### src/sxic_regs.svh
/*
 * Register addresses, field positions, reset values and level numbers of the
 * six-level interrupt controller.
 * Assumes it is included by bare name from module and bench files.
 */
`ifndef SXIC_REGS_SVH
`define SXIC_REGS_SVH

// Register-file addresses
`define SXIC_ADDR_PRIO       8'hF9
`define SXIC_ADDR_REQ        8'hFA
`define SXIC_ADDR_MASK       8'hFB

// Mask register fields
`define SXIC_MASK_MASTER     7
`define SXIC_MASK_LEVELS     5:0
`define SXIC_MASK_RESET      8'h00
// Writable mask bits: bit 6 is reserved and always reads zero
`define SXIC_MASK_WRITABLE   8'hBF

// Request register fields
`define SXIC_REQ_RESET       6'h00
`define SXIC_READ_ZERO       8'h00

// Priority register fields: pair selectors and group-order code bits
`define SXIC_PRIO_RESET      6'h00
`define SXIC_PRIO_SEL_A      5
`define SXIC_PRIO_SEL_B      2
`define SXIC_PRIO_SEL_C      1
`define SXIC_PRIO_GRP_HI     4
`define SXIC_PRIO_GRP_MID    3
`define SXIC_PRIO_GRP_LO     0

// Level numbers of each pair, preferred member first when selector is clear
`define SXIC_LVL_A_FIRST     3'h5
`define SXIC_LVL_A_SECOND    3'h3
`define SXIC_LVL_B_FIRST     3'h2
`define SXIC_LVL_B_SECOND    3'h0
`define SXIC_LVL_C_FIRST     3'h1
`define SXIC_LVL_C_SECOND    3'h4

// Group-order codes from bits 4, 3, 0
`define SXIC_ORD_CAB         3'h1
`define SXIC_ORD_ABC         3'h2
`define SXIC_ORD_ACB         3'h3
`define SXIC_ORD_BCA         3'h4
`define SXIC_ORD_CBA         3'h5
`define SXIC_ORD_BAC         3'h6

// Pin-path delay from a falling pin to the edge pulse, in clock cycles
`define SXIC_PIN_DELAY       3

`endif

### src/sxic_pkg.sv
/*
 * Types shared by the interrupt controller modules.
 * Assumes nothing beyond a SystemVerilog compiler.
 */
`default_nettype none

package sxic_pkg;

	// Core sequencer strobes, each a one-cycle pulse
	typedef struct packed {
		logic unmask;      // global_unmask_op
		logic mask_off;    // global_mask_off_op
		logic ret;         // return_from_service_op
		logic sample;      // last cycle before opcode fetch
		logic ack;         // interrupt cycle taken
	} sxic_core_op_t;

	// On-chip request sources, each a one-cycle pulse except the enable
	typedef struct packed {
		logic       serial_rx_enable;
		logic       serial_rx_event;
		logic       serial_tx_event;
		logic       counter_zero_eoc;
		logic       counter_one_eoc;
		logic [2:0] handshake_data_valid;
	} sxic_periph_t;

	typedef enum logic [1:0] {
		GRP_A,
		GRP_B,
		GRP_C
	} sxic_group_t;

endpackage

`default_nettype wire

### src/sxic_ctrl.sv
/*
 * Six-level interrupt controller: pin capture, two-stage request flags,
 * mask, priority and the register-file port for the three control registers.
 * Assumes the core drives reg strobes and sequencer pulses on clk_i and
 * services the winner reported on int_pending_o / int_level_o.
 */
//
// Contract
// Six levels, each maskable and prioritised
// Mask bit 7 is master enable
// Mask FB, request FA, priority F9
// Level n vectors at 2n; fixed sources
// Levels 0,1,2 from port3 pins 2,3,1
// Pin edge captured, synchronised, delayed
// Level 3 pin only when receive off
// Internal and external sources ORed
// Request edge held until sampling point
// Sample in cycle before opcode fetch
// Sample to flags; ack clears winner
// Register access reaches flags directly
// All interrupts disabled after reset
// Software sets priority, mask, request
// Write-only priority picks the winner
// Pair selectors on bits 5,2,1
// Bits 4,3,0 encode group order
// Priority bits 7,6 have no effect
// Level enables; master auto off/on
// Request clear, read-only until unmask
// Unused group codes give fixed order
//
`default_nettype none

`include "sxic_regs.svh"

module sxic_ctrl
	import sxic_pkg::*;
#(
	parameter int LEVELS = 6
) (
	// Clock and reset
	input  wire logic          clk_i,
	input  wire logic          reset_i,
	// Register-file port
	input  wire logic [7:0]    reg_addr_i,
	input  wire logic          reg_wr_i,
	input  wire logic          reg_rd_i,
	input  wire logic [7:0]    reg_wdata_i,
	output logic      [7:0]    reg_rdata_o,
	// Core sequencer
	input  wire sxic_core_op_t core_op_i,
	// Port 3 pins
	input  wire logic          port3_bit_zero_i,
	input  wire logic          port3_bit_one_i,
	input  wire logic          port3_bit_two_i,
	input  wire logic          port3_bit_three_i,
	// On-chip sources
	input  wire sxic_periph_t  periph_i,
	// Service request to the core
	output logic               int_pending_o,
	output logic      [2:0]    int_level_o,
	output logic      [7:0]    vector_addr_o
);

	////////////////////////////////////////////////////////////////////////
	// Declarations

	logic [3:0]        ext_fall;
	logic [LEVELS-1:0] req_pulse;
	logic [LEVELS-1:0] stage1_reg;
	logic [LEVELS-1:0] stage1_next;
	logic [LEVELS-1:0] flags_reg;
	logic [LEVELS-1:0] flags_next;
	logic [7:0]        mask_reg;
	logic [7:0]        mask_next;
	logic [5:0]        prio_reg;
	logic              armed_reg;
	logic [LEVELS-1:0] enabled;
	logic [LEVELS-1:0] win_onehot;
	logic              win_valid;
	logic [2:0]        win_level;
	logic              wr_mask;
	logic              wr_req;
	logic              wr_prio;

	assign wr_mask = reg_wr_i && (reg_addr_i == `SXIC_ADDR_MASK);
	assign wr_req  = reg_wr_i && (reg_addr_i == `SXIC_ADDR_REQ);
	assign wr_prio = reg_wr_i && (reg_addr_i == `SXIC_ADDR_PRIO);

	////////////////////////////////////////////////////////////////////////
	// Pin capture

	// Lane order: pins zero, one, two, three of port 3
	sxic_edge_sync #(
		.WIDTH (4)
	) u_edge_sync (
		.clk_i   (clk_i),
		.reset_i (reset_i),
		.pins_i  ({port3_bit_three_i, port3_bit_two_i,
			port3_bit_one_i, port3_bit_zero_i}),
		.fall_o  (ext_fall)
	);

	////////////////////////////////////////////////////////////////////////
	// Request sources

	always_comb begin
		req_pulse    = '0;
		req_pulse[0] = ext_fall[2] | periph_i.handshake_data_valid[0];
		req_pulse[1] = ext_fall[3] | periph_i.handshake_data_valid[1];
		// Pin one doubles as the counter input pin
		req_pulse[2] = ext_fall[1] | periph_i.handshake_data_valid[2];
		// Receive enabled takes the pin away from level three
		req_pulse[3] = periph_i.serial_rx_enable ?
			periph_i.serial_rx_event : ext_fall[0];
		req_pulse[4] = periph_i.counter_zero_eoc | periph_i.serial_tx_event;
		req_pulse[5] = periph_i.counter_one_eoc;
	end

	////////////////////////////////////////////////////////////////////////
	// First-stage latches

	// A pulse in the sample cycle stays behind for the next sample
	always_comb begin
		stage1_next = core_op_i.sample ? '0 : stage1_reg;
		stage1_next = stage1_next | req_pulse;
	end

	always_ff @(posedge clk_i) begin
		if (reset_i) begin
			stage1_reg <= '0;
		end else begin
			stage1_reg <= stage1_next;
		end
	end

	////////////////////////////////////////////////////////////////////////
	// Second-stage flags (request register)

	// Order matters: write, then ack clear, then sample set, so sets win
	always_comb begin
		flags_next = flags_reg;
		if (wr_req && armed_reg) begin
			flags_next = reg_wdata_i[LEVELS-1:0];
		end
		if (core_op_i.ack && win_valid) begin
			flags_next = flags_next & ~win_onehot;
		end
		if (core_op_i.sample) begin
			flags_next = flags_next | stage1_reg;
		end
	end

	always_ff @(posedge clk_i) begin
		if (reset_i) begin
			flags_reg <= `SXIC_REQ_RESET;
		end else begin
			flags_reg <= flags_next;
		end
	end

	// Writes to the request register are ignored until the first unmask
	always_ff @(posedge clk_i) begin
		if (reset_i) begin
			armed_reg <= 1'b0;
		end else if (core_op_i.unmask) begin
			armed_reg <= 1'b1;
		end
	end

	////////////////////////////////////////////////////////////////////////
	// Mask register

	// Bit 6 is reserved and held at zero
	always_comb begin
		mask_next = mask_reg;
		if (wr_mask) begin
			mask_next = reg_wdata_i & `SXIC_MASK_WRITABLE;
		end
		if (core_op_i.mask_off || core_op_i.ack) begin
			mask_next[`SXIC_MASK_MASTER] = 1'b0;
		end
		if (core_op_i.unmask || core_op_i.ret) begin
			mask_next[`SXIC_MASK_MASTER] = 1'b1;
		end
	end

	always_ff @(posedge clk_i) begin
		if (reset_i) begin
			mask_reg <= `SXIC_MASK_RESET;
		end else begin
			mask_reg <= mask_next;
		end
	end

	////////////////////////////////////////////////////////////////////////
	// Priority register

	// Top two bits are dropped on write
	always_ff @(posedge clk_i) begin
		if (reset_i) begin
			prio_reg <= `SXIC_PRIO_RESET;
		end else if (wr_prio) begin
			prio_reg <= reg_wdata_i[5:0];
		end
	end

	////////////////////////////////////////////////////////////////////////
	// Enable gating and resolution

	assign enabled = flags_reg & mask_reg[`SXIC_MASK_LEVELS]
		& {LEVELS{mask_reg[`SXIC_MASK_MASTER]}};

	sxic_prio u_prio (
		.req_i   (enabled),
		.prio_i  (prio_reg),
		.valid_o (win_valid),
		.level_o (win_level)
	);

	always_comb begin
		win_onehot = '0;
		win_onehot[win_level] = win_valid;
	end

	////////////////////////////////////////////////////////////////////////
	// Outputs to the core

	always_ff @(posedge clk_i) begin
		if (reset_i) begin
			int_pending_o <= 1'b0;
			int_level_o   <= 3'h0;
			vector_addr_o <= 8'h00;
		end else begin
			int_pending_o <= win_valid;
			int_level_o   <= win_level;
			vector_addr_o <= {4'h0, win_level, 1'b0};
		end
	end

	// Priority register reads as zero: it is write-only
	always_ff @(posedge clk_i) begin
		if (reset_i) begin
			reg_rdata_o <= `SXIC_READ_ZERO;
		end else if (reg_rd_i) begin
			case (reg_addr_i)
				`SXIC_ADDR_MASK: reg_rdata_o <= mask_reg;
				`SXIC_ADDR_REQ:  reg_rdata_o <= {2'b00, flags_reg};
				`SXIC_ADDR_PRIO: reg_rdata_o <= `SXIC_READ_ZERO;
				default:         reg_rdata_o <= `SXIC_READ_ZERO;
			endcase
		end
	end
endmodule

`default_nettype wire

### src/sxic_edge_sync.sv
/*
 * Pin synchroniser and falling-edge detector, one lane per pin.
 * Assumes raw asynchronous pins; outputs are one-cycle pulses on clk_i.
 */
`default_nettype none

module sxic_edge_sync #(
	parameter int WIDTH = 4
) (
	// Clock and reset
	input  wire logic             clk_i,
	input  wire logic             reset_i,
	// Pins and pulses
	input  wire logic [WIDTH-1:0] pins_i,
	output logic      [WIDTH-1:0] fall_o
);

	logic [WIDTH-1:0] meta_reg;
	logic [WIDTH-1:0] sync_reg;
	logic [WIDTH-1:0] prev_reg;

	genvar g;
	generate
		for (g = 0; g < WIDTH; g++) begin : g_lane
			// Idle pins sit high, so reset to high avoids a false edge
			always_ff @(posedge clk_i) begin
				if (reset_i) begin
					meta_reg[g] <= 1'b1;
					sync_reg[g] <= 1'b1;
					prev_reg[g] <= 1'b1;
					fall_o[g]   <= 1'b0;
				end else begin
					meta_reg[g] <= pins_i[g];
					sync_reg[g] <= meta_reg[g];
					prev_reg[g] <= sync_reg[g];
					fall_o[g]   <= prev_reg[g] & ~sync_reg[g];
				end
			end
		end
	endgenerate

endmodule

`default_nettype wire

### src/sxic_prio.sv
/*
 * Combinational priority resolver over the six enabled request flags.
 * Assumes req_i already gated by the per-level and master enables.
 */
`default_nettype none

`include "sxic_regs.svh"

module sxic_prio
	import sxic_pkg::*;
(
	// Requests and priority setting
	input  wire logic [5:0] req_i,
	input  wire logic [5:0] prio_i,
	// Winner
	output logic            valid_o,
	output logic [2:0]      level_o
);

	// Returns {valid, level} for one pair; swap reverses the order
	function automatic logic [3:0] pair_pick(input logic [5:0] r,
		input logic [2:0] first, input logic [2:0] second, input logic swap);
		logic [2:0] hi;
		logic [2:0] lo;
		hi = swap ? second : first;
		lo = swap ? first : second;
		if (r[hi]) begin
			pair_pick = {1'b1, hi};
		end else if (r[lo]) begin
			pair_pick = {1'b1, lo};
		end else begin
			pair_pick = 4'h0;
		end
	endfunction

	logic [3:0]  grp_pick [3];
	sxic_group_t ord [3];

	always_comb begin
		grp_pick[GRP_A] = pair_pick(req_i, `SXIC_LVL_A_FIRST, `SXIC_LVL_A_SECOND,
			prio_i[`SXIC_PRIO_SEL_A]);
		grp_pick[GRP_B] = pair_pick(req_i, `SXIC_LVL_B_FIRST, `SXIC_LVL_B_SECOND,
			prio_i[`SXIC_PRIO_SEL_B]);
		grp_pick[GRP_C] = pair_pick(req_i, `SXIC_LVL_C_FIRST, `SXIC_LVL_C_SECOND,
			prio_i[`SXIC_PRIO_SEL_C]);
	end

	always_comb begin
		case ({prio_i[`SXIC_PRIO_GRP_HI], prio_i[`SXIC_PRIO_GRP_MID],
			prio_i[`SXIC_PRIO_GRP_LO]})
			`SXIC_ORD_CAB: ord = '{GRP_C, GRP_A, GRP_B};
			`SXIC_ORD_ABC: ord = '{GRP_A, GRP_B, GRP_C};
			`SXIC_ORD_ACB: ord = '{GRP_A, GRP_C, GRP_B};
			`SXIC_ORD_BCA: ord = '{GRP_B, GRP_C, GRP_A};
			`SXIC_ORD_CBA: ord = '{GRP_C, GRP_B, GRP_A};
			`SXIC_ORD_BAC: ord = '{GRP_B, GRP_A, GRP_C};
			// Unused codes fall back to a fixed A, B, C order
			default:       ord = '{GRP_A, GRP_B, GRP_C};
		endcase
	end

	// First group in order with a pending member wins
	always_comb begin
		valid_o = 1'b0;
		level_o = 3'h0;
		for (int i = 0; i < 3; i++) begin
			if (!valid_o && grp_pick[ord[i]][3]) begin
				valid_o = 1'b1;
				level_o = grp_pick[ord[i]][2:0];
			end
		end
	end

endmodule

`default_nettype wire

### config.mk
export PLATFORM = sky130hd
export DESIGN_NAME = sxic_ctrl
export DESIGN_NICKNAME = d
export VERILOG_FILES = /design/src/sxic_pkg.sv /design/src/sxic_ctrl.sv /design/src/sxic_edge_sync.sv /design/src/sxic_prio.sv
export VERILOG_INCLUDE_DIRS = /design/src
export SDC_FILE = /design/constraint.sdc
export NUM_CORES = 1
export LEC_CHECK = 0
export BUFFER_PORTS_ARGS = -buffer_cell sky130_fd_sc_hd__buf_4
export CAP_MARGIN = 20
export CORE_ASPECT_RATIO = 0.9
export CORE_MARGIN = 5
export CORE_UTILIZATION = 35
export CTS_CLUSTER_DIAMETER = 50
export CTS_CLUSTER_SIZE = 16
export DETAILED_ROUTE_END_ITERATION = 6
export GPL_TIMING_DRIVEN = 0
export PLACE_DENSITY = 0.56
export SLEW_MARGIN = 20
export SYNTH_ARGS = -nofsm -noshare
export SYNTH_HDL_FRONTEND = slang
export SYNTH_HIERARCHICAL = 1
export SYNTH_SLANG_ARGS = --single-unit
export TNS_END_PERCENT = 20
### constraint.sdc
create_clock -name clk_i -period 2.7 [get_ports clk_i]
set_clock_uncertainty 0.1 [all_clocks]
set_input_delay 0.27 -clock clk_i [delete_from_list [all_inputs] [get_ports clk_i]]
set_output_delay 0.27 -clock clk_i [all_outputs]
set_load 0.01 [all_outputs]
# --- Word level (Yosys, flattened, before mapping) ---
# Cells that the tools add are included.
totals:
  word_cells: 131
  reg_bits: 59
op_classes:
  mux: 51
  eq_ne: 8
  magnitude_cmp: 11
  reduce_logical: 13
  n_bitwise: 22
op_table:
  columns: ["cell", "count"]
  rows:
  - ["$mux 4", 12]
  - ["$pmux 6 s5", 1]
  - ["$lt 3x4->1 const B", 7]
  - ["$and 6x6->6", 4]
  - ["$bmux 4 s2", 3]
  - ["$eq 8x8->1 const B", 3]
  - ["$mux 6", 4]
  - ["$mux 3", 7]
  - ["$bmux 1 s3", 6]
  - ["$pmux 8 s2", 1]
  - ["$mux 1", 13]
  - ["$or 6x6->6", 2]
  - ["$eq 3x3->1 const B", 3]
  - ["$ge 3x3->1 const B", 3]
  - ["$not 2->3", 3]
  - ["$logic_and 1x1->1", 8]
  - ["$mux 8", 1]
  - ["$not 6->6", 1]
  - ["$and 1x1->1", 4]
  - ["$mux 2", 2]
  - ["$not 1->1", 4]
  - ["$or 1x1->1", 4]
  - ["$demux 1 s3", 1]
  - ["$eq 3x1->1 const B", 1]
  - ["5 further kinds", 7]

# --- Logic depth before layout (Yosys ltp) ---
logic_depth:
  word_depth: 26
  mapped_depth: 10

# --- By module ---
# Netlist, hierarchy kept.
by_module_without_submodules:
  columns: ["module", "area_per_inst_um2", "seq_area_each_um2", "instances", "cells_per_inst"]
  rows:
  - ["sxic_ctrl", 1627.8, 740.7, 1, 165]
  - ["sxic_prio", 484.2, 0.0, 1, 71]
  - ["sxic_edge_sync", 441.7, 320.3, 1, 33]

# --- Least setup slack after synthesis ---
# No wires, ideal clock.
synth_timing:
  path_type: "reg2reg"
  from: "register mask_reg[7]"
  to: "register flags_reg[1]"
  n_path_buf: 0
  t_arrival_ns: 2.025
  period_less_slack_ns: 2.212
  path_slack_ns: 0.488
  path_stages_with_launch: 11
  path_cell_list: "dfxtp_1 -> and3_1 -> a21boi_2 -> nand2_1 -> o21ai_0 -> a22oi_1 -> a22o_1 -> a221oi_2 -> nand2b_1 -> nor3_1 -> o31ai_1"
synth_between:
  elab_chain_len: 25
  elab_cells_between_ends: 50
synth_lines:
  columns: ["element", "line_no", "source"]
  rows:
  - ["start: declaration", "sxic_ctrl.sv:73", "logic [7:0] mask_reg;"]
  - ["start signal: assignment", "sxic_ctrl.sv:189", "mask_reg <= `SXIC_MASK_RESET;"]
  - ["start signal: assignment", "sxic_ctrl.sv:191", "mask_reg <= mask_next;"]
  - ["$and 6x6->6 *", "sxic_ctrl.sv:210", "assign enabled = flags_reg & mask_reg[`SXIC_MASK_LEVELS]"]
  - ["named net enabled[5]", "sxic_ctrl.sv:77", "logic [LEVELS-1:0] enabled;"]
  - ["$bmux 1 s3", "sxic_prio.sv:29", "end else if (r[lo]) begin"]
  - ["$mux 1 (implied by the code)", "sxic_prio.sv:29", null]
  - ["$mux 4", "sxic_prio.sv:29", null]
  - ["$mux 4", "sxic_prio.sv:27", "if (r[hi]) begin"]
  - ["$bmux 4 s2", "sxic_prio.sv:67, sxic_prio.sv:69", null]
  - ["$mux 4 (implied by the code) (2 in series)", "sxic_prio.sv:67", "if (!valid_o && grp_pick[ord[i]][3]) begin"]
  - ["[... 7 more ...]", null, null]
  - ["named net win_level[2]", "sxic_ctrl.sv:80", "logic [2:0] win_level;"]
  - ["[... 2 more ...]", null, null]
  - ["$mux 1 (implied by the code)", "sxic_ctrl.sv:222", "win_onehot[win_level] = win_valid;"]
  - ["$demux 1 s3 *", "sxic_ctrl.sv:222", null]
  - ["$and 6x6->6 (no source line) *", null, null]
  - ["$not 6->6 *", "sxic_ctrl.sv:146", "flags_next = flags_next & ~win_onehot;"]
  - ["$and 6x6->6 *", "sxic_ctrl.sv:146", null]
  - ["$mux 6 *", "sxic_ctrl.sv:145", "if (core_op_i.ack && win_valid) begin"]
  - ["$or 6x6->6", "sxic_ctrl.sv:149", "flags_next = flags_next | stage1_reg;"]
  - ["$mux 6 *", "sxic_ctrl.sv:148", "if (core_op_i.sample) begin"]
  - ["end signal: assignment", "sxic_ctrl.sv:155", "flags_reg <= `SXIC_REQ_RESET;"]
  - ["end signal: assignment", "sxic_ctrl.sv:157", "flags_reg <= flags_next;"]
  - ["end: declaration", "sxic_ctrl.sv:71", "logic [LEVELS-1:0] flags_reg;"]
# Mark *: on every way through the listed nets, which the timed path passes. The rest lies on a longest branch. The select of a mux whose other input is x is not followed.
# A chain may end at the register's enable or synchronous reset.

# --- Final worst setup path ---
layout_timing:
  from: "register mask_reg[7]"
  to: "register flags_reg[5]"
# Same word-level chain as after synthesis.

==> flow_summary.yaml <==
route:
  first_pass_iters: 4
  ant_nets: 0
  drtIter0Drc: 98
  avgViaCountPerCell: 4.976
  routed_wl_um: 6145
  drcViolationCount: 0
  vias: 2105
  post_drt_wl_per_cell_um: 14.53
status:
  outcome: "complete, no violations"
sta:
  slew_headroom_pct: 43.60
  rsz0062_at_grt: "no"
  fmaxAchievable_mhz: 385.1
  finalCriticalPeriod_ns: 2.597
  tightest_slew_ns: 0.8414
  setup_viol: 0
  whs_ns: 0.03275
  maxSlewViolCount: 0
  setup_ws_ns: 0.1035
  period_share_pct: 96.17
  hold_viol: 0
cts:
  cts_tree: "done"
  clock_sinks: 53
  cts_max_level: 2
  clock_latency_ns: 0.31
  root_buffer: "clkbuf_8"
  cts_setup_buffers: 0
  clk_pin_slew_ns: 0.10
  cts_buffer_depth: 2
  numCtsBuffers: 5
layout:
  utilization_pct: 44.93
  final_common_cell: "buf_4"
  nets: 366
  final_layout_size_suffix_gt1_share_pct: 33.64
  nFillCells: 686
  n_antenna_cell: 0
  area_delta_synth_final_pct: 24.50
  stdcell_count: 423
  mostFrequentLayoutCells: "buf_4, dfxtp_1, nor2_1"
setup_path:
  crit_family: "compound AO/OA/AOI/OAI gates"
  cp_data_required_time_ns: 2.81
  cp_max_fo: 8
  path_buf_inv: 0
  path_cells: "and3_2 > a21boi_2 > nand2_1 > o21ai_0 > a22oi_1 > a22o_1 > a221oi_4 > a31oi_1 > a22o_2"
  arrival_ns: 2.71
  cpPeakStageDelay_ns: 0.41
  start_kind: "register"
  crit_path_top_delay_cell: "dfxtp_2"
  worstSetupEndpointType: "register"
  crit_type: "reg2reg"
die:
  core_area_sq_um: 7076
  die_area_sq_um: 9107
  start_util_pct: 36.09
  ios: 57
  rows: 29
  chipHeight_um: 91.04
  dieWidth_um: 100.0
logic_synthesis:
  syn_area_sq_um: 2554
  ys.flop_type: "dfxtp_1"
  yosysWarnings: 6
  ys_ff_latch: 53
  async_flop_share_pct: 0
  synth_top_area_share_pct: 41.55
  ys_seq_area_share_pct: 41.55
  synthCells: 269
  synthTopCellsByArea: "dfxtp_1, mux2i_1, nor2_1, mux2_2, buf_4"
  avgSynthCellArea_sq_um: 9.493
  yosys.area.top_type: "dfxtp_1"
  synth_edf_count: 0
  synth.distinct_cells: 56
place:
  gp_congestion: 0.8535
  dp_cells: 415
  place_ws_ns: -0.02958
  dp_hpwl_um: 4625
  portBuffers: 48
pwr:
  ir_worst_vdd_mv: 0.3133
  power_density_nw_per_um2: 438.4
  total_power_uw: 1394
  p_leak_uw: 0.001221
global_route:
  antenna_found_initial: 0
  track_usage_pct: 13.60
  grt.overflow.total: 0
  grt_pass1_vias: 2003
  grt_pass1_wl_um: 10030
  grt_max_degree: 18
worst_hold_path:
  hold_path_class: "in2reg"
run:
  drv_cap: 0
## synth_stat cells (all sizes together) (3+ instances only)
cell type and n:
mux2i 18, a211oi 5, o31ai 5, a22o 3, nor3 7, a21oi 11
a22oi 9, o21ai 14, and3 6, nor3b 4, a21boi 3, nor4 3
buf 15, nor2 37, clkbuf 3, dfxtp 53, nand2 17, inv 5
or2 12, mux2 8, o21a 3, nor2b 5, nand2b 3
## timing repair
action | 4_1_cts | 5_1_grt
pin swaps | 0 | 1
cloned | 0 | 0
gates resized for setup | 3 | 8
endpoints found under the setup margin | 2 | 6
hold buffers | 0 | 0
hold endpoints to repair | 0 | 0
## cells by family after synthesis
family	synth area share (%)
buffers and inverters	5.879
and+or+nand+nor	22.29
other	0.1468
muxes	10.58
DFF	41.55
AOI/OAI and AO/OA	19.55
## layer usage
metal  up-vias  routed length [um]  global-route usage (%)  share of wire (%)
li1       1074                   -                       -                  -
met1       953                2923                   19.42                 48
met2        72                2684                   20.72                 44
met3         6                 515                   3.831                8.4
met4         0                  22                   2.357               0.36
met5         -                   0                       0                  0
## worst paths after layout
path | start | to | slack [ns] | cells past startpoint
max | mask_reg[7]$_SDFFE_PP0P_ | flags_reg[5]$_SDFF_PP0_ | 0.10 | 9
min | port3_bit_zero_i | u_edge_sync/meta_reg[0]$_SDFF_PP1_ | 0.03 | 2
max reg2reg | mask_reg[7]$_SDFFE_PP0P_ | flags_reg[5]$_SDFF_PP0_ | 0.10 | 9
min reg2reg | u_edge_sync/meta_reg[1]$_SDFF_PP1_ | u_edge_sync/sync_reg[1]$_SDFF_PP1_ | 0.32 | 1
## layout make-up
class / instances / area, sq um / share of cell area (%)
multi-input cells: 198 / 1400 / 44.04
well taps: 93 / 116.4 / 3.660
clock buffers: 5 / 68.82 / 2.165
flip-flops and latches: 53 / 1062 / 33.41
plain buffers: 18 / 131.4 / 4.132
inverters: 5 / 18.77 / 0.5903
repair buffers: 48 / 360.3 / 11.33
clock inverters: 3 / 21.27 / 0.6690
## where the power goes
group	internal, uW	switching (uW)
Combinational	66.6	57.6
Clock	184	267
Sequential	805	12.8
Total	1060	338
## through the flow
step	TNS, ns	area [sq um]
3_3_place_gp	-0.09260	3049
4_1_cts	0	3163
2_1_floorplan	0	2572
6_report	0	3179
5_1_grt	0	3179
3_5_place_dp	-0.03927	3049
Note: power is estimated with default switching activity, not from simulation.
